`src/cop_pkg.sv`:
```
// Constants, register map and state codes for the option pin controller
package cop_pkg;
    localparam int unsigned        CLK_PERIOD_NS = 4;
    localparam logic [31:0]        OFS_CTRL      = 32'h0000_0000;
    localparam logic [31:0]        OFS_INIT_LEN  = 32'h0000_0004;
    localparam logic [31:0]        OFS_STATUS    = 32'h0000_0008;
    localparam int unsigned        CTRL_W        = 8;
    localparam int unsigned        LEN_W         = 16;
    localparam logic [CTRL_W-1:0]  CTRL_RST      = 8'h00;
    localparam logic [LEN_W-1:0]   INIT_LEN_RST  = 16'h0010;
    // Control bit positions
    localparam int unsigned        CB_USR_CLK    = 0;
    localparam int unsigned        CB_CAL_GATE   = 1;
    localparam int unsigned        CB_OE_EN      = 2;
    localparam int unsigned        CB_CLR_EN     = 3;
    localparam int unsigned        CB_SER_USR    = 4;
    localparam int unsigned        CB_GP_OUT     = 5;
    localparam int unsigned        CB_GP_DRIVE   = 6;
    // Status bit positions
    localparam int unsigned        SB_STATE      = 0;
    localparam int unsigned        SB_USER       = 3;
    localparam int unsigned        SB_INIT_OPT   = 4;
    localparam int unsigned        SB_CAL        = 5;
    localparam int unsigned        SB_OE_PIN     = 6;
    localparam int unsigned        SB_CLR_PIN    = 7;
    localparam int unsigned        SB_CFG_PIN    = 8;
    localparam int unsigned        SB_UCLK_PIN   = 9;
    localparam logic [1:0]         RESP_OKAY     = 2'h0;
    localparam logic [1:0]         RESP_SLVERR   = 2'h2;

    typedef enum logic [2:0] {
        ST_HOLD = 3'b000,
        ST_LOAD = 3'b001,
        ST_INIT = 3'b010,
        ST_CAL  = 3'b011,
        ST_USER = 3'b100
    } cop_state_t;

    typedef enum logic [1:0] {
        SEL_CTRL = 2'b00,
        SEL_LEN  = 2'b01,
        SEL_STAT = 2'b10,
        SEL_NONE = 2'b11
    } cop_sel_t;
endpackage : cop_pkg

```
`src/cop_clr_sync.sv`:
```
// Register clear generator: asynchronous assertion, synchronised release
`timescale 1ns/10ps
module cop_clr_sync (
    input  wire logic core_clk,
    input  wire logic clr_async_n,
    output logic      clr_sync_n
);
    typedef struct packed {
        logic s1;
        logic s2;
    } cop_clr_t;

    cop_clr_t q;
    cop_clr_t next_q;

    always_comb begin
        next_q.s1 = 1'b1;
        next_q.s2 = q.s1;
    end

    always_ff @(posedge core_clk or negedge clr_async_n) begin
        if (!clr_async_n) begin
            q <= '0;
        end else begin
            q <= next_q;
        end
    end

    assign clr_sync_n = q.s2;
endmodule : cop_clr_sync

```
`src/cop_ctrl.sv`:
```
`timescale 1ns/10ps
module cop_ctrl
    import cop_pkg::*;
(
    input  wire logic        core_clk,
    input  wire logic        srst,
    input  wire logic        config_request_n,
    input  wire logic        user_startup_clock,
    input  wire logic        termination_cal_done,
    input  wire logic        global_output_enable,
    input  wire logic        global_clear_n,
    input  wire logic        frame_opt_valid,
    input  wire logic        frame_init_opt,
    output logic             init_done_out,
    output logic             init_done_oe_n,
    output logic             io_tristate,
    output logic             reg_clear_n,
    output logic             config_serial_clock,
    output logic             user_mode,
    input  wire logic [31:0] s_axi_awaddr,
    input  wire logic        s_axi_awvalid,
    output logic             s_axi_awready,
    input  wire logic [31:0] s_axi_wdata,
    input  wire logic [3:0]  s_axi_wstrb,
    input  wire logic        s_axi_wvalid,
    output logic             s_axi_wready,
    output logic [1:0]       s_axi_bresp,
    output logic             s_axi_bvalid,
    input  wire logic        s_axi_bready,
    input  wire logic [31:0] s_axi_araddr,
    input  wire logic        s_axi_arvalid,
    output logic             s_axi_arready,
    output logic [31:0]      s_axi_rdata,
    output logic [1:0]       s_axi_rresp,
    output logic             s_axi_rvalid,
    input  wire logic        s_axi_rready
);
    import cop_pkg::*;

    typedef struct packed {
        logic              cfg_s1;
        logic              cfg_s2;
        logic              uclk_s1;
        logic              uclk_s2;
        logic              uclk_s3;
        logic              cal_s1;
        logic              cal_s2;
        logic              oe_s1;
        logic              oe_s2;
        logic              clr_s1;
        logic              clr_s2;
        cop_state_t        state;
        logic [LEN_W-1:0]  cnt;
        logic              init_opt;
        logic              user_mode;
        logic [CTRL_W-1:0] ctrl;
        logic [LEN_W-1:0]  init_len;
        logic              pin_out;
        logic              pin_oe_n;
        logic              io_tristate;
        logic              serclk;
        logic              awready;
        logic              wready;
        logic              aw_have;
        logic [31:0]       aw_addr;
        logic              w_have;
        logic [31:0]       wdata;
        logic [3:0]        wstrb;
        logic              bvalid;
        logic [1:0]        bresp;
        logic              arready;
        logic              rvalid;
        logic [1:0]        rresp;
        logic [31:0]       rdata;
    } cop_state_reg_t;

    cop_state_reg_t q;
    cop_state_reg_t next_q;
    logic           clr_async_n;
    logic           uedge;
    logic           tick;

    ////////////////////////////////////////////////////////////////////////
    // Helpers

    function automatic cop_sel_t reg_sel(input logic [31:0] a);
        if (a == OFS_CTRL)          reg_sel = SEL_CTRL;
        else if (a == OFS_INIT_LEN) reg_sel = SEL_LEN;
        else if (a == OFS_STATUS)   reg_sel = SEL_STAT;
        else                        reg_sel = SEL_NONE;
    endfunction : reg_sel

    function automatic logic [31:0] merge(input logic [31:0] old_v,
                                          input logic [31:0] new_v,
                                          input logic [3:0]  strb);
        logic [31:0] r;
        r = old_v;
        for (int i = 0; i < 4; i++) begin
            if (strb[i]) r[i*8 +: 8] = new_v[i*8 +: 8];
        end
        merge = r;
    endfunction : merge

    // Clear is applied asynchronously, released on the core clock
    assign clr_async_n = ~(q.ctrl[CB_CLR_EN] & ~global_clear_n);

    cop_clr_sync u_clr (
        .core_clk    (core_clk),
        .clr_async_n (clr_async_n),
        .clr_sync_n  (reg_clear_n)
    );

    assign uedge = q.uclk_s2 & ~q.uclk_s3;
    assign tick  = q.ctrl[CB_USR_CLK] ? uedge : 1'b1;

    ////////////////////////////////////////////////////////////////////////
    // Next state

    always_comb begin
        logic [31:0] wv;
        logic [31:0] st;
        wv = '0;
        st = '0;
        next_q = q;
        next_q.cfg_s1  = config_request_n;
        next_q.cfg_s2  = q.cfg_s1;
        next_q.uclk_s1 = user_startup_clock;
        next_q.uclk_s2 = q.uclk_s1;
        next_q.uclk_s3 = q.uclk_s2;
        next_q.cal_s1  = termination_cal_done;
        next_q.cal_s2  = q.cal_s1;
        next_q.oe_s1   = global_output_enable;
        next_q.oe_s2   = q.oe_s1;
        next_q.clr_s1  = global_clear_n;
        next_q.clr_s2  = q.clr_s1;

        // Initialization sequence
        case (q.state)
            ST_HOLD: begin
                next_q.init_opt = 1'b0;
                next_q.cnt = '0;
                if (q.cfg_s2) next_q.state = ST_LOAD;
            end
            ST_LOAD: begin
                if (frame_opt_valid) begin
                    next_q.init_opt = frame_init_opt;
                    next_q.state = ST_INIT;
                end
            end
            ST_INIT: begin
                if (tick) begin
                    next_q.cnt = q.cnt + 16'h0001;
                    if (q.cnt + 16'h0001 >= q.init_len) next_q.state = ST_CAL;
                end
            end
            ST_CAL: begin
                if (!q.ctrl[CB_CAL_GATE] || q.cal_s2) begin
                    next_q.state = ST_USER;
                end
            end
            ST_USER: begin
                next_q.state = ST_USER;
            end
            default: begin
                next_q.state = ST_HOLD;
            end
        endcase
        if (!q.cfg_s2) next_q.state = ST_HOLD;
        next_q.user_mode = (next_q.state == ST_USER);

        // Init-complete pin, open drain when init_opt is set, otherwise driven from CB_GP_OUT only in user mode with CB_GP_DRIVE set
        if (next_q.state == ST_HOLD) begin
            next_q.pin_out  = 1'b0;
            next_q.pin_oe_n = 1'b1;
        end else if (next_q.init_opt) begin
            next_q.pin_out  = 1'b0;
            next_q.pin_oe_n = next_q.user_mode;
        end else begin
            next_q.pin_out  = q.ctrl[CB_GP_OUT];
            next_q.pin_oe_n = ~(next_q.user_mode & q.ctrl[CB_GP_DRIVE]);
        end

        next_q.io_tristate = q.ctrl[CB_OE_EN] & ~q.oe_s2;

        // Serial configuration clock from the chosen source
        if (q.state == ST_LOAD || q.state == ST_INIT) begin
            if (q.ctrl[CB_SER_USR] ? uedge : 1'b1) begin
                next_q.serclk = ~q.serclk;
            end
        end else begin
            next_q.serclk = 1'b0;
        end

        // AXI4-Lite write
        if (s_axi_awvalid && q.awready) begin
            next_q.aw_have = 1'b1;
            next_q.aw_addr = s_axi_awaddr;
        end
        if (s_axi_wvalid && q.wready) begin
            next_q.w_have = 1'b1;
            next_q.wdata  = s_axi_wdata;
            next_q.wstrb  = s_axi_wstrb;
        end
        if (q.bvalid && s_axi_bready) next_q.bvalid = 1'b0;
        if (q.aw_have && q.w_have && !q.bvalid) begin
            next_q.aw_have = 1'b0;
            next_q.w_have  = 1'b0;
            next_q.bvalid  = 1'b1;
            next_q.bresp   = RESP_OKAY;
            case (reg_sel(q.aw_addr))
                SEL_CTRL: begin
                    wv = merge({24'h00_0000, q.ctrl}, q.wdata, q.wstrb);
                    next_q.ctrl = wv[CTRL_W-1:0];
                end
                SEL_LEN: begin
                    wv = merge({16'h0000, q.init_len}, q.wdata, q.wstrb);
                    next_q.init_len = wv[LEN_W-1:0];
                end
                SEL_STAT: begin
                    next_q.bresp = RESP_OKAY;
                end
                default: begin
                    next_q.bresp = RESP_SLVERR;
                end
            endcase
        end
        next_q.awready = ~next_q.aw_have & ~next_q.bvalid;
        next_q.wready  = ~next_q.w_have & ~next_q.bvalid;

        // AXI4-Lite read
        st[SB_STATE +: 3]  = q.state;
        st[SB_USER]        = q.user_mode;
        st[SB_INIT_OPT]    = q.init_opt;
        st[SB_CAL]         = q.cal_s2;
        st[SB_OE_PIN]      = q.oe_s2;
        st[SB_CLR_PIN]     = q.clr_s2;
        st[SB_CFG_PIN]     = q.cfg_s2;
        st[SB_UCLK_PIN]    = q.uclk_s2;
        if (q.rvalid && s_axi_rready) next_q.rvalid = 1'b0;
        if (s_axi_arvalid && q.arready) begin
            next_q.rvalid = 1'b1;
            next_q.rresp  = RESP_OKAY;
            case (reg_sel(s_axi_araddr))
                SEL_CTRL: next_q.rdata = {24'h00_0000, q.ctrl};
                SEL_LEN:  next_q.rdata = {16'h0000, q.init_len};
                SEL_STAT: next_q.rdata = st;
                default: begin
                    next_q.rdata = '0;
                    next_q.rresp = RESP_SLVERR;
                end
            endcase
        end
        next_q.arready = ~next_q.rvalid;
    end

    always_ff @(posedge core_clk) begin
        if (srst) begin
            q          <= '0;
            q.state    <= ST_HOLD;
            q.ctrl     <= CTRL_RST;
            q.init_len <= INIT_LEN_RST;
            q.pin_oe_n <= 1'b1;
        end else begin
            q <= next_q;
        end
    end

    assign init_done_out       = q.pin_out;
    assign init_done_oe_n      = q.pin_oe_n;
    assign io_tristate         = q.io_tristate;
    assign config_serial_clock = q.serclk;
    assign user_mode           = q.user_mode;
    assign s_axi_awready       = q.awready;
    assign s_axi_wready        = q.wready;
    assign s_axi_bvalid        = q.bvalid;
    assign s_axi_bresp         = q.bresp;
    assign s_axi_arready       = q.arready;
    assign s_axi_rvalid        = q.rvalid;
    assign s_axi_rresp         = q.rresp;
    assign s_axi_rdata         = q.rdata;
endmodule : cop_ctrl

```
`config.mk`:
```
export PLATFORM = sky130hd
export DESIGN_NAME = cop_ctrl
export DESIGN_NICKNAME = d
export VERILOG_FILES = /design/src/cop_pkg.sv /design/src/cop_clr_sync.sv /design/src/cop_ctrl.sv
export SDC_FILE = /design/constraint.sdc
export NUM_CORES = 1
export LEC_CHECK = 0
export ABC_CLOCK_PERIOD_IN_PS = 800
export BUFFER_PORTS_ARGS = -buffer_cell sky130_fd_sc_hd__buf_4
export CAP_MARGIN = 20
export CORE_MARGIN = 2
export CORE_UTILIZATION = 31
export CTS_CLUSTER_DIAMETER = 200
export DETAILED_ROUTE_END_ITERATION = 7
export SYNTH_ARGS = -nofsm -noshare
export SYNTH_HDL_FRONTEND = slang
export SYNTH_SLANG_ARGS = --single-unit
```
`constraint.sdc`:
```
create_clock -name core_clk -period 0.8 [get_ports core_clk]
set_input_delay 0.08 -clock core_clk [delete_from_list [all_inputs] [get_ports core_clk]]
set_output_delay 0.08 -clock core_clk [all_outputs]
set_load 0.05 [all_outputs]
```
==> results.ini, run 1 <==
[floorplanning]
die_x_um = 145
die_area_sq_um = 21000
core_area_sq_um = 19500
start_util_pct = 31.6
ios = 161
rows = 51
die_h_um = 145

[critical_path]
ff2ff_path_depth = 12
critPathCaptureType = flop
arrival_ns = 2.62
r2r_setup_slack_ns = -1.47
required_ns = 1.15
timing.rr.end = q[157]$_SDFF_PP0_
critPathMaxFanout = 7
rr_startpoint = q[141]$_SDFFE_PP0P_
crit_type = reg -> reg
cp-start-kind = flop

[logic_synthesis]
yosys.area.top_type_share_pct = 43.9
synth_top_cell_by_area = dfxtp_1
ys_warn_count = 0
synth-edff-count = 0
synth_top_cells_by_area = dfxtp_1 44%, nand2_1 7.7%, mux2i_1 5.2%
syn-cell-area_sq_um = 6160
ys_seq_area_share_pct = 44.7
avgSynthCellArea_sq_um = 8.79
syn_inst = 701
ys_ff_latch = 137
ys.flop_type = dfxtp_1
synthArstFlopShare_pct = 1.46
ys_types = 49

[drt]
vias = 6285
routed_wl_um = 21500
avgViaCountPerCell = 4.88
drtIter0Drc = 294
wl_per_cell_um = 16.7
dr.pass1.iters = 5
drc = 0
drtAntennaViolNets = 0

[status]
violations = setup timing
status = finished with violations

[timing]
period_share_pct = 284
finalClockSkew_ns = 0.00670
finalHoldViolations = 0
fin_crit_ns = 2.27
worst_pin_slew_ns = 0.734
setup_violations = 152
rsz0062_at_grt = true
relSlewSlack_pct = 51.0
timing.final.ws_setup_ns = -1.47
fmax_mhz = 440
maxSlewViolCount = 0

[grt]
grt_pass1_vias = 6411
antenna_found_initial = 0
grt_start_max_net_pins = 65
gr-usage-all-layers_pct = 19.5
grt_pass1_wl_um = 33000
grt-ovfl-total = 0

[placement]
dp.cells = 1154
gp_congestion = 0.884
dp_hpwl_um = 12400
pre_cts_ws_ns = -1.60
numPortBuffers = 124

[layout]
layout_commonest_cell = buf_4
top_register = q
largest_reg_flops = 101
final_cell_mix = 215 x buf_4, 89 x dfxtp_1, 63 x nand2_1, 57 x dlygate4sd3_1, 47 x a21oi_2
final_util_pct = 56.5
area_growth_syn_to_layout_pct = 78.4
num-nets-final = 1142
regArea_sq_um = 2830
layout.cells.non_filler = 1289
drive_gt1_share_pct = 53.3
antenna_cells = 0
nFillCells = 1593
multi_input_area_sq_um = 3940

[cts]
root_buffer = clkbuf_16
clkTransAtPathRegs_ns = 0.06
htree_levels = 4
cts_buffer_depth = 2
cts_tree = yes
cts_sinks = 137
numCtsBuffers = 17
clk_latency_ns = 0.42

[job]
maxCapViolCount = 0

[worst_hold_path]
hold_end = q[144]$_SDFFE_PP0P_
worst_hold_path_type = in -> reg
whs_path_depth = 3
holdCritStartpoint = srst

[power_and_ir_drop]
leakage_nw = 4.52
power_density_nw_per_um2 = 1670
total_power_mw = 18.4
ir_drop_mv = 1.40

worst max-delay path by stage:
stage	from	end	slack, ns	depth (start not counted)
after floorplan	q[148]$_SDFFE_PP0P_	q[157]$_SDFF_PP0_	-1.49	12
after global placement	q[142]$_SDFFE_PP0P_	q[157]$_SDFF_PP0_	-1.53	9
after detailed placement	q[142]$_SDFFE_PP0P_	q[157]$_SDFF_PP0_	-1.60	9
after CTS	q[141]$_SDFFE_PP0P_	q[157]$_SDFF_PP0_	-1.39	12
after global routing	q[141]$_SDFFE_PP0P_	q[157]$_SDFF_PP0_	-1.56	12
final	q[141]$_SDFFE_PP0P_	q[157]$_SDFF_PP0_	-1.47	12
through the flow:
stage,instance area [sq um],hold WS [ns],setup TNS (ns)
2_1_floorplan,6600,-0.134,-53.39
3_3_place_gp,8310,-0.0361,-58.55
3_5_place_dp,8310,-0.0367,-60.59
4_1_cts,10500,0.0424,-64.04
5_1_grt,11000,0.0414,-74.80
6_report,11000,0.0558,-67.33
routing by layer:
layer  wire, um  GRT usage, %  vias up
met1       8680          22.7     3068
li1           -             -     3001
met2      11400          36.0      168
met4        528          6.29        0
met5          0             0        -
met3        933          3.74       48
repair_timing:
item                                    4_1_cts  5_1_grt
buffers inserted                             28       18
gates resized for setup                     191      119
endpoints found under the hold margin        60        0
cloned                                       13        0
pin swaps                                    71       63
endpoints found under the setup margin      152      152
hold buffers                                 57        0
layout make-up:
class	instances	share of cell area, %
inverter	19	0.649
tap	265	3.02
clock inverter	11	1.55
timing repair buffer	339	29.1
multi-input combinational	497	35.8
clock buffer	21	4.10
sequential	137	25.7
cell usage after synthesis, types with 15 or more instances:
cell type and count:
nor2_1 52, inv_1 19, clkbuf_1 25, nand2_1 126, nor2b_1 15, mux2i_1 32
o21ai_0 22, a21oi_1 63, ha_1 17, buf_4 36, dfxtp_1 135
worst max-delay path, cell delays in order, from the launching register on:
cell and delay, ns:
dfxtp_4 0.37, ha_4 0.15, nand3_4 0.09, nor3_4 0.13, buf_6 0.16, nand4_1 0.13
xnor2_1 0.16, ha_1 0.27, nand4_1 0.12, nor2_2 0.21, buf_4 0.14, o2111ai_1 0.10
a31oi_1 0.17
power by group:
group          internal [mW]  switching (mW)
clock network           5.32            3.08
registers               7.01           0.194
logic                   1.37            1.39
cells by family after synthesis:
logic type / synth area share [%]
AOI/OAI and AO/OA: 14.1
xor gates and xnor gates: 2.27
adders and majority gates: 3.45
buffers and inverters: 7.96
DFF: 44.7
muxes: 5.20
other: 0.122
and+or+nand+nor: 22.2
Power figures use the tool's default switching activity.
==> run 2: changes to the inputs <==
--- a/config.mk
+++ b/config.mk
@@ -12,6 +12,8 @@
 export CORE_UTILIZATION = 31
 export CTS_CLUSTER_DIAMETER = 200
 export DETAILED_ROUTE_END_ITERATION = 7
+export REMOVE_ABC_BUFFERS = 1
+export SLEW_MARGIN = 20
 export SYNTH_ARGS = -nofsm -noshare
 export SYNTH_HDL_FRONTEND = slang
 export SYNTH_SLANG_ARGS = --single-unit
==> run 2 against run 1 <==
  * The flow still finishes with violations (setup timing)
  * Clock skew rose by 0.0037 ns
  * Largest power group unchanged
  * Register-to-register slack lost 0.02 ns
  * Core utilization barely moved
  * Clock power down 5.5%
  * Count of clock-buffer cells in the layout shrank 2
  * Critical path type unchanged
  * Flip-flop and latch count did not move
==> results.ini, run 2 (synthesized netlist as in run 1, its figures left out) <==
[cts]
clk_latency_ns = 0.43  ; was 0.42 ns
cts_sinks = 137  ; unchanged
cts_buffer_depth = 2  ; unchanged
cts_tree = yes  ; unchanged
root_buffer = clkbuf_16  ; unchanged
htree_levels = 4  ; unchanged
clkTransAtPathRegs_ns = 0.06  ; about the same
numCtsBuffers = 17  ; unchanged

[grt]
grt-ovfl-total = 0  ; unchanged
grt_start_max_net_pins = 36  ; was 65
grt_pass1_wl_um = 30500  ; was 33000 um
grt_pass1_vias = 6069  ; was 6411
antenna_found_initial = 1  ; was 0
gr-usage-all-layers_pct = 18.1  ; was 19.5%

[layout]
layout.cells.non_filler = 1274  ; was 1289
nFillCells = 1580  ; was 1593
layout_commonest_cell = buf_4  ; unchanged
final_util_pct = 56.4  ; was 56.5%
final_cell_mix = 198 x buf_4, 95 x dfxtp_1, 72 x nand2_1, 57 x dlygate4sd3_1, 51 x a21oi_2  ; was 215 x buf_4, 89 x dfxtp_1, 63 x nand2_1, 57 x dlygate4sd3_1, 47 x a21oi_2
largest_reg_flops = 101  ; unchanged
num-nets-final = 1126  ; was 1142
top_register = q  ; unchanged
drive_gt1_share_pct = 53.6  ; was 53.3%
fin_area_sq_um = 11000  ; about the same
multi_input_area_sq_um = 4000  ; was 3940 sq um
area_growth_syn_to_layout_pct = 78.3  ; was 78.4%
regArea_sq_um = 2820  ; was 2830 sq um

[placement]
gp_congestion = 0.817  ; was 0.884
postPlaceCellArea_sq_um = 8140  ; was 8310 sq um
dp.cells = 1157  ; was 1154
pre_cts_ws_ns = -1.68  ; was -1.60 ns
dp_hpwl_um = 12200  ; was 12400 um
numPortBuffers = 124  ; unchanged

[critical_path]
crit_family = simple AND/OR/NAND/NOR gates  ; unchanged
arrival_ns = 2.59  ; was 2.62 ns
cp-start-kind = flop  ; unchanged
critPathMaxFanout = 7  ; unchanged
critPathCaptureType = flop  ; unchanged
crit_buf_inv = 0  ; was 2
max_stage_delay_ns = 0.37  ; about the same
required_ns = 1.09  ; was 1.15 ns
critPathSlowestCell = dfxtp_4  ; unchanged
path_cells = and3_4 -> and4_4 -> nand4_1 -> xnor2_1 -> ha_1 -> nand4_1 -> nor2_2 -> a2111oi_2 -> a31oi_1  ; was ha_4 -> nand3_4 -> nor3_4 -> buf_6 -> nand4_1 -> xnor2_1 -> ha_1 -> nand4_1 -> nor2_2 -> buf_4 -> o2111ai_1 -> a31oi_1
crit_type = reg -> reg  ; unchanged
cpMostUsedCell = nand4_1  ; unchanged

[floorplanning]
die_area_sq_um = 21000  ; unchanged
die_h_um = 145  ; unchanged
core_area_sq_um = 19500  ; unchanged
rows = 51  ; unchanged
start_util_pct = 31.6  ; unchanged
die_x_um = 145  ; unchanged
ios = 161  ; unchanged

[power_and_ir_drop]
swShare_pct = 25.3  ; was 25.4%
leakage_nw = 4.62  ; was 4.52 nW
power_frac_clock_pct = 44.8  ; was 45.8%
power_density_nw_per_um2 = 1610  ; was 1670 nW/um^2
total_power_mw = 17.7  ; was 18.4 mW
p_comb_share_pct = 14.8  ; was 15.0%
seqPwrFrac_pct = 40.4  ; was 39.2%
ir_drop_mv = 1.52  ; was 1.40 mV
power.internal_mw = 13.2  ; was 13.7 mW
switchingPower_mw = 4.48  ; was 4.67 mW

[status]
status = finished with violations  ; unchanged
violations = setup timing  ; unchanged

[timing]
maxSlewViolCount = 0  ; unchanged
timing.final.ws_setup_ns = -1.49  ; was -1.47 ns
tns_ns = -65.74  ; was -67.33 ns
finalHoldViolations = 0  ; unchanged
period_share_pct = 287  ; was 284%
finalClockSkew_ns = 0.0104  ; was 0.00670 ns
fin_crit_ns = 2.29  ; was 2.27 ns
hold_ws_ns = 0.0362  ; was 0.0558 ns
fmax_mhz = 436  ; was 440 MHz
setup_violations = 152  ; unchanged
rsz0062_at_grt = true  ; unchanged

[drt]
avgViaCountPerCell = 4.69  ; was 4.88
dr.pass1.iters = 4  ; was 5
wl_per_cell_um = 15.7  ; was 16.7 um
routed_wl_um = 19900  ; was 21500 um
drtAntennaViolNets = 0  ; unchanged
vias = 5979  ; was 6285
drc = 0  ; unchanged
drtIter0Drc = 257  ; was 294

[job]
maxCapViolCount = 0  ; unchanged

[worst_hold_path]
worst_hold_path_type = in -> reg  ; unchanged

## run 2: cell count changes in the layout (fill, tap and decap cells not counted), sizes merged
cell      change
buf           -8
and2          -8
bufinv        -1
clkinv        +3
inv           -2
diode         +1
clkbuf        -2
clkinvlp      +2
## run 2: timing repair
| item | 4_1_cts | 5_1_grt |
|---|---|---|
| gates cloned | 5 | 0 |
| gates resized for setup | 234 | 178 |
| pin swaps | 66 | 119 |
| hold endpoints to repair | 60 | 0 |
| setup buffers | 24 | 17 |
| hold buffers | 57 | 0 |
| setup endpoints to repair | 152 | 152 |
## run 2: power groups by stage
| stage | logic [mW] | clock network (mW) | registers, mW |
|---|---|---|---|
| 6_report | 2.63 | 7.94 | 7.16 |
| 3_3_place_gp | 1.72 | 0 | 7.29 |
| 4_1_cts | 2.29 | 8.07 | 7.16 |
| 5_1_grt | 2.78 | 8.35 | 7.18 |
| 2_1_floorplan | 0.729 | 0 | 7.37 |
| 3_5_place_dp | 1.73 | 0 | 7.30 |
## run 2: area by class of cell
| class | count | area share (%) |
|---|---|---|
| Antenna cell | 1 | 0.0228 |
| Clock buffer | 19 | 4.03 |
| Clock inverter | 13 | 1.39 |
| Inverter | 19 | 0.650 |
| Multi-Input combinational cell | 489 | 36.5 |
| Sequential cell | 137 | 25.6 |
| Tap cell | 265 | 3.02 |
| Timing Repair Buffer | 331 | 28.8 |
## run 2: tightest hold or removal path: stages
cell and delay [ns]:
buf_4 0.16, buf_12 0.14, a21oi_2 0.03
## run 2: worst paths after layout
path                                startpoint                    endpoint  slack (ns)  cells after the start
min in group asynchronous       global_clear_n   u_clr.next_q[0]$_DFF_PP0_        0.08                      3
max                        q[142]$_SDFFE_PP0P_           q[157]$_SDFF_PP0_       -1.49                      9
max in group asynchronous  q[134]$_SDFFE_PP0P_  u_clr.clr_sync_n$_DFF_PP0_        0.49                      2
max reg2reg                q[142]$_SDFFE_PP0P_           q[157]$_SDFF_PP0_       -1.49                      9
min reg2reg                q[134]$_SDFFE_PP0P_   u_clr.next_q[0]$_DFF_PP0_        0.19                      2
min                                       srst          q[88]$_SDFFE_PP0P_        0.04                      3
## run 2: routing by layer
layer,vias up,track usage [%],wire length [um]
met1,2839,21.0,8020
met5,-,0,0
met2,154,32.5,10600
li1,2958,-,-
met4,0,5.30,345
met3,28,4.91,945
==> run 3: changes to the inputs <==
--- a/config.mk
+++ b/config.mk
@@ -5,7 +5,7 @@
 export SDC_FILE = /design/constraint.sdc
 export NUM_CORES = 1
 export LEC_CHECK = 0
-export ABC_CLOCK_PERIOD_IN_PS = 800
+export ABC_CLOCK_PERIOD_IN_PS = 2900
 export BUFFER_PORTS_ARGS = -buffer_cell sky130_fd_sc_hd__buf_4
 export CAP_MARGIN = 20
 export CORE_MARGIN = 2
==> constraint.sdc (replaced) <==
create_clock -name core_clk -period 2.9 [get_ports core_clk]
set_input_delay 0.29 -clock core_clk [delete_from_list [all_inputs] [get_ports core_clk]]
set_output_delay 0.29 -clock core_clk [all_outputs]
set_load 0.05 [all_outputs]
==> run 3 against run 2 <==
  * The flow now finishes without violations
  * Critical path depth unchanged
  * Maximum frequency decreased by 10%
  * Clock power decreased by 72%
  * Count of clock-buffer cells in the layout rose by 5
  * Cell count is 16% lower
  * Setup slack better by 1.8 ns
  * Routed wire length is 25% lower
  * Clock skew rose by 0.00099 ns
  * Core utilization fell by 17 points
  * Flip-flop and latch count did not move
  * Critical path type unchanged
==> results.ini, run 3 (synthesized netlist as in run 1, its figures left out) <==
[drt]
drtAntennaViolNets = 0  ; unchanged
routed_wl_um = 14900  ; was 19900 um
avgViaCountPerCell = 4.63  ; was 4.69
dr.pass1.iters = 4  ; unchanged
drtIter0Drc = 185  ; was 257
vias = 4973  ; was 5979
drc = 0  ; unchanged
wl_per_cell_um = 13.9  ; was 15.7 um

[timing]
finalHoldViolations = 0  ; unchanged
finalClockSkew_ns = 0.0114  ; was 0.0104 ns
fin_crit_ns = 2.56  ; was 2.29 ns
worst_pin_slew_ns = 0.972
relSlewSlack_pct = 35.2
tns_ns = 0  ; was -65.74 ns
fmax_mhz = 391  ; was 436 MHz
period_share_pct = 88.3  ; was 287%
maxSlewViolCount = 0  ; unchanged
rsz0062_at_grt = false  ; was true
setup_violations = 0  ; was 152

[cts]
root_buffer = clkbuf_16  ; unchanged
clkTransAtPathRegs_ns = 0.05  ; was 0.06 ns
numCtsBuffers = 17  ; unchanged
post-cts-setup-buffer-count = 0  ; was 24
clk_latency_ns = 0.42  ; was 0.43 ns
cts_sinks = 137  ; unchanged
htree_levels = 4  ; unchanged
cts_tree = yes  ; unchanged
cts_buffer_depth = 2  ; unchanged

[power_and_ir_drop]
power_density_nw_per_um2 = 593  ; was 1610 nW/um^2
leakage_nw = 3.07  ; was 4.62 nW
power_frac_clock_pct = 48.0  ; was 44.8%
ir_drop_mv = 0.391  ; was 1.52 mV
power.internal_mw = 3.52  ; was 13.2 mW
p_comb_share_pct = 8.9  ; was 14.8%
seqPwrFrac_pct = 43.0  ; was 40.4%
swShare_pct = 23.3  ; was 25.3%
switchingPower_mw = 1.07  ; was 4.48 mW

[layout]
multi_input_area_sq_um = 2980  ; was 4000 sq um
layout_commonest_cell = dfxtp_1  ; was buf_4
final_cell_mix = 134 x dfxtp_1, 132 x buf_4, 125 x nand2_1, 63 x a21oi_1, 52 x nor2_1  ; was 198 x buf_4, 95 x dfxtp_1, 72 x nand2_1, 57 x dlygate4sd3_1, 51 x a21oi_2
top_register = q  ; unchanged
nFillCells = 2021  ; was 1580
num-nets-final = 927  ; was 1126
fin_area_sq_um = 7740  ; was 11000 sq um
antenna_cells = 0  ; was 1
drive_gt1_share_pct = 21.6  ; was 53.6%
area_growth_syn_to_layout_pct = 25.7  ; was 78.3%
regArea_sq_um = 2750  ; was 2820 sq um
largest_reg_flops = 101  ; unchanged

[critical_path]
timing.rr.end = q[157]$_SDFF_PP0_  ; unchanged
critPathCaptureType = flop  ; unchanged
required_ns = 3.19  ; was 1.09 ns
r2r_setup_slack_ns = 0.34  ; was -1.49 ns
arrival_ns = 2.85  ; was 2.59 ns
ff2ff_path_depth = 9  ; unchanged
rr_startpoint = q[148]$_SDFFE_PP0P_  ; was q[142]$_SDFFE_PP0P_
path_cells = and3_1 -> and4_1 -> nand3_1 -> xnor2_1 -> ha_1 -> a21oi_1 -> a21boi_0 -> a2111oi_1 -> a31oi_1  ; was and3_4 -> and4_4 -> nand4_1 -> xnor2_1 -> ha_1 -> nand4_1 -> nor2_2 -> a2111oi_2 -> a31oi_1
max_stage_delay_ns = 0.45  ; was 0.37 ns
critPathSlowestCell = dfxtp_1  ; was dfxtp_4
critPathMaxFanout = 8  ; was 7
crit_type = reg -> reg  ; unchanged
cp-start-kind = flop  ; unchanged

[worst_hold_path]
whs_path_depth = 2  ; was 3
hold_end = next_q[162]$_SDFF_PP0_  ; was q[88]$_SDFFE_PP0P_
holdCritStartpoint = global_output_enable  ; was srst
worst_hold_path_type = in -> reg  ; unchanged

[placement]
gp_congestion = 0.816  ; was 0.817
dp_hpwl_um = 10700  ; was 12200 um
numPortBuffers = 124  ; unchanged
postPlaceCellArea_sq_um = 7130  ; was 8140 sq um

[floorplanning]
die_h_um = 145  ; unchanged
rows = 51  ; unchanged
die_area_sq_um = 21000  ; unchanged
ios = 161  ; unchanged
start_util_pct = 31.6  ; unchanged
die_x_um = 145  ; unchanged
core_area_sq_um = 19500  ; unchanged

[grt]
gr-usage-all-layers_pct = 14.3  ; was 18.1%
grt_start_max_net_pins = 51  ; was 36
grt-ovfl-total = 0  ; unchanged
grt_pass1_wl_um = 24300  ; was 30500 um
antenna_found_initial = 0  ; was 1
grt_pass1_vias = 4743  ; was 6069

[job]
maxCapViolCount = 0  ; unchanged

[status]
status = finished clean  ; was finished with violations

## run 3: cell count changes in the layout (fill, tap and decap cells not counted), moves of 34 or more
cell	change
buf_4	-66
dlygate4sd3_1	-56
nand2_1	+53
a21oi_1	+51
a21oi_2	-51
nand2_4	-43
dfxtp_1	+39
buf_6	-34
dfxtp_2	-34
## run 3: per-layer routing
metal / track usage, % / up-vias / part of all wire, %
li1: - / 2555 / -
met3: 5.25 / 17 / 6.8
met4: 5.54 / 0 / 1.6
met5: 0 / - / 0
met1: 18.0 / 2267 / 46
met2: 22.1 / 134 / 46
## run 3: stage by stage
| stage | setup slack, ns | hold slack (ns) | total power, mW | utilization, % | std cells |
|---|---|---|---|---|---|
| floorplan | 0.257 | 0.0637 | 2.23 | - | 644 |
| global placement | 0.340 | 0.0939 | 2.43 | 36.6 | 1041 |
| detailed placement | 0.295 | 0.0980 | 2.43 | 36.6 | 1041 |
| CTS | 0.284 | 0.0714 | 4.63 | 39.7 | 1074 |
| global route | 0.0281 | 0.0845 | 4.75 | 39.8 | 1074 |
| finish | 0.340 | 0.0782 | 4.59 | 39.8 | 1074 |
## run 3: layout make-up
class | count | share of cell area, %
Clock buffer | 24 | 6.22
Clock inverter | 8 | 1.52
Inverter | 19 | 0.921
Multi-Input combinational cell | 488 | 38.5
Sequential cell | 137 | 35.6
Tap cell | 265 | 4.28
Timing Repair Buffer | 133 | 12.9
## run 3: worst max path at each step
stage | to | startpoint | cells past startpoint
floorplan | q[157]$_SDFF_PP0_ | q[141]$_SDFFE_PP0P_ | 10
global placement | q[157]$_SDFF_PP0_ | q[141]$_SDFFE_PP0P_ | 11
detailed placement | q[157]$_SDFF_PP0_ | q[141]$_SDFFE_PP0P_ | 11
CTS | q[157]$_SDFF_PP0_ | q[141]$_SDFFE_PP0P_ | 11
global route | q[157]$_SDFF_PP0_ | q[148]$_SDFFE_PP0P_ | 9
finish | q[157]$_SDFF_PP0_ | q[148]$_SDFFE_PP0P_ | 9
## run 3: power by group through the flow
stage | clock [mW] | combinational, mW | sequential (mW)
2_1_floorplan | 0 | 0.201 | 2.03
3_3_place_gp | 0 | 0.411 | 2.01
3_5_place_dp | 0 | 0.413 | 2.02
6_report | 2.20 | 0.409 | 1.97
5_1_grt | 2.32 | 0.446 | 1.98
4_1_cts | 2.24 | 0.415 | 1.97
## run 3: what timing repair did
action	in CTS	in global routing
endpoints found under the setup margin	0	1
hold buffers	1	0
gates resized for setup	0	2
hold endpoints to repair	2	0
## run 3: worst max-delay path: cells and delay by family, from the launching register on
kind | cells | cell delay (ns)
simple gates | 3 | 0.82
flops | 1 | 0.45
xor+xnor | 1 | 0.15
compound gates | 4 | 0.71
fa+ha+maj | 1 | 0.31
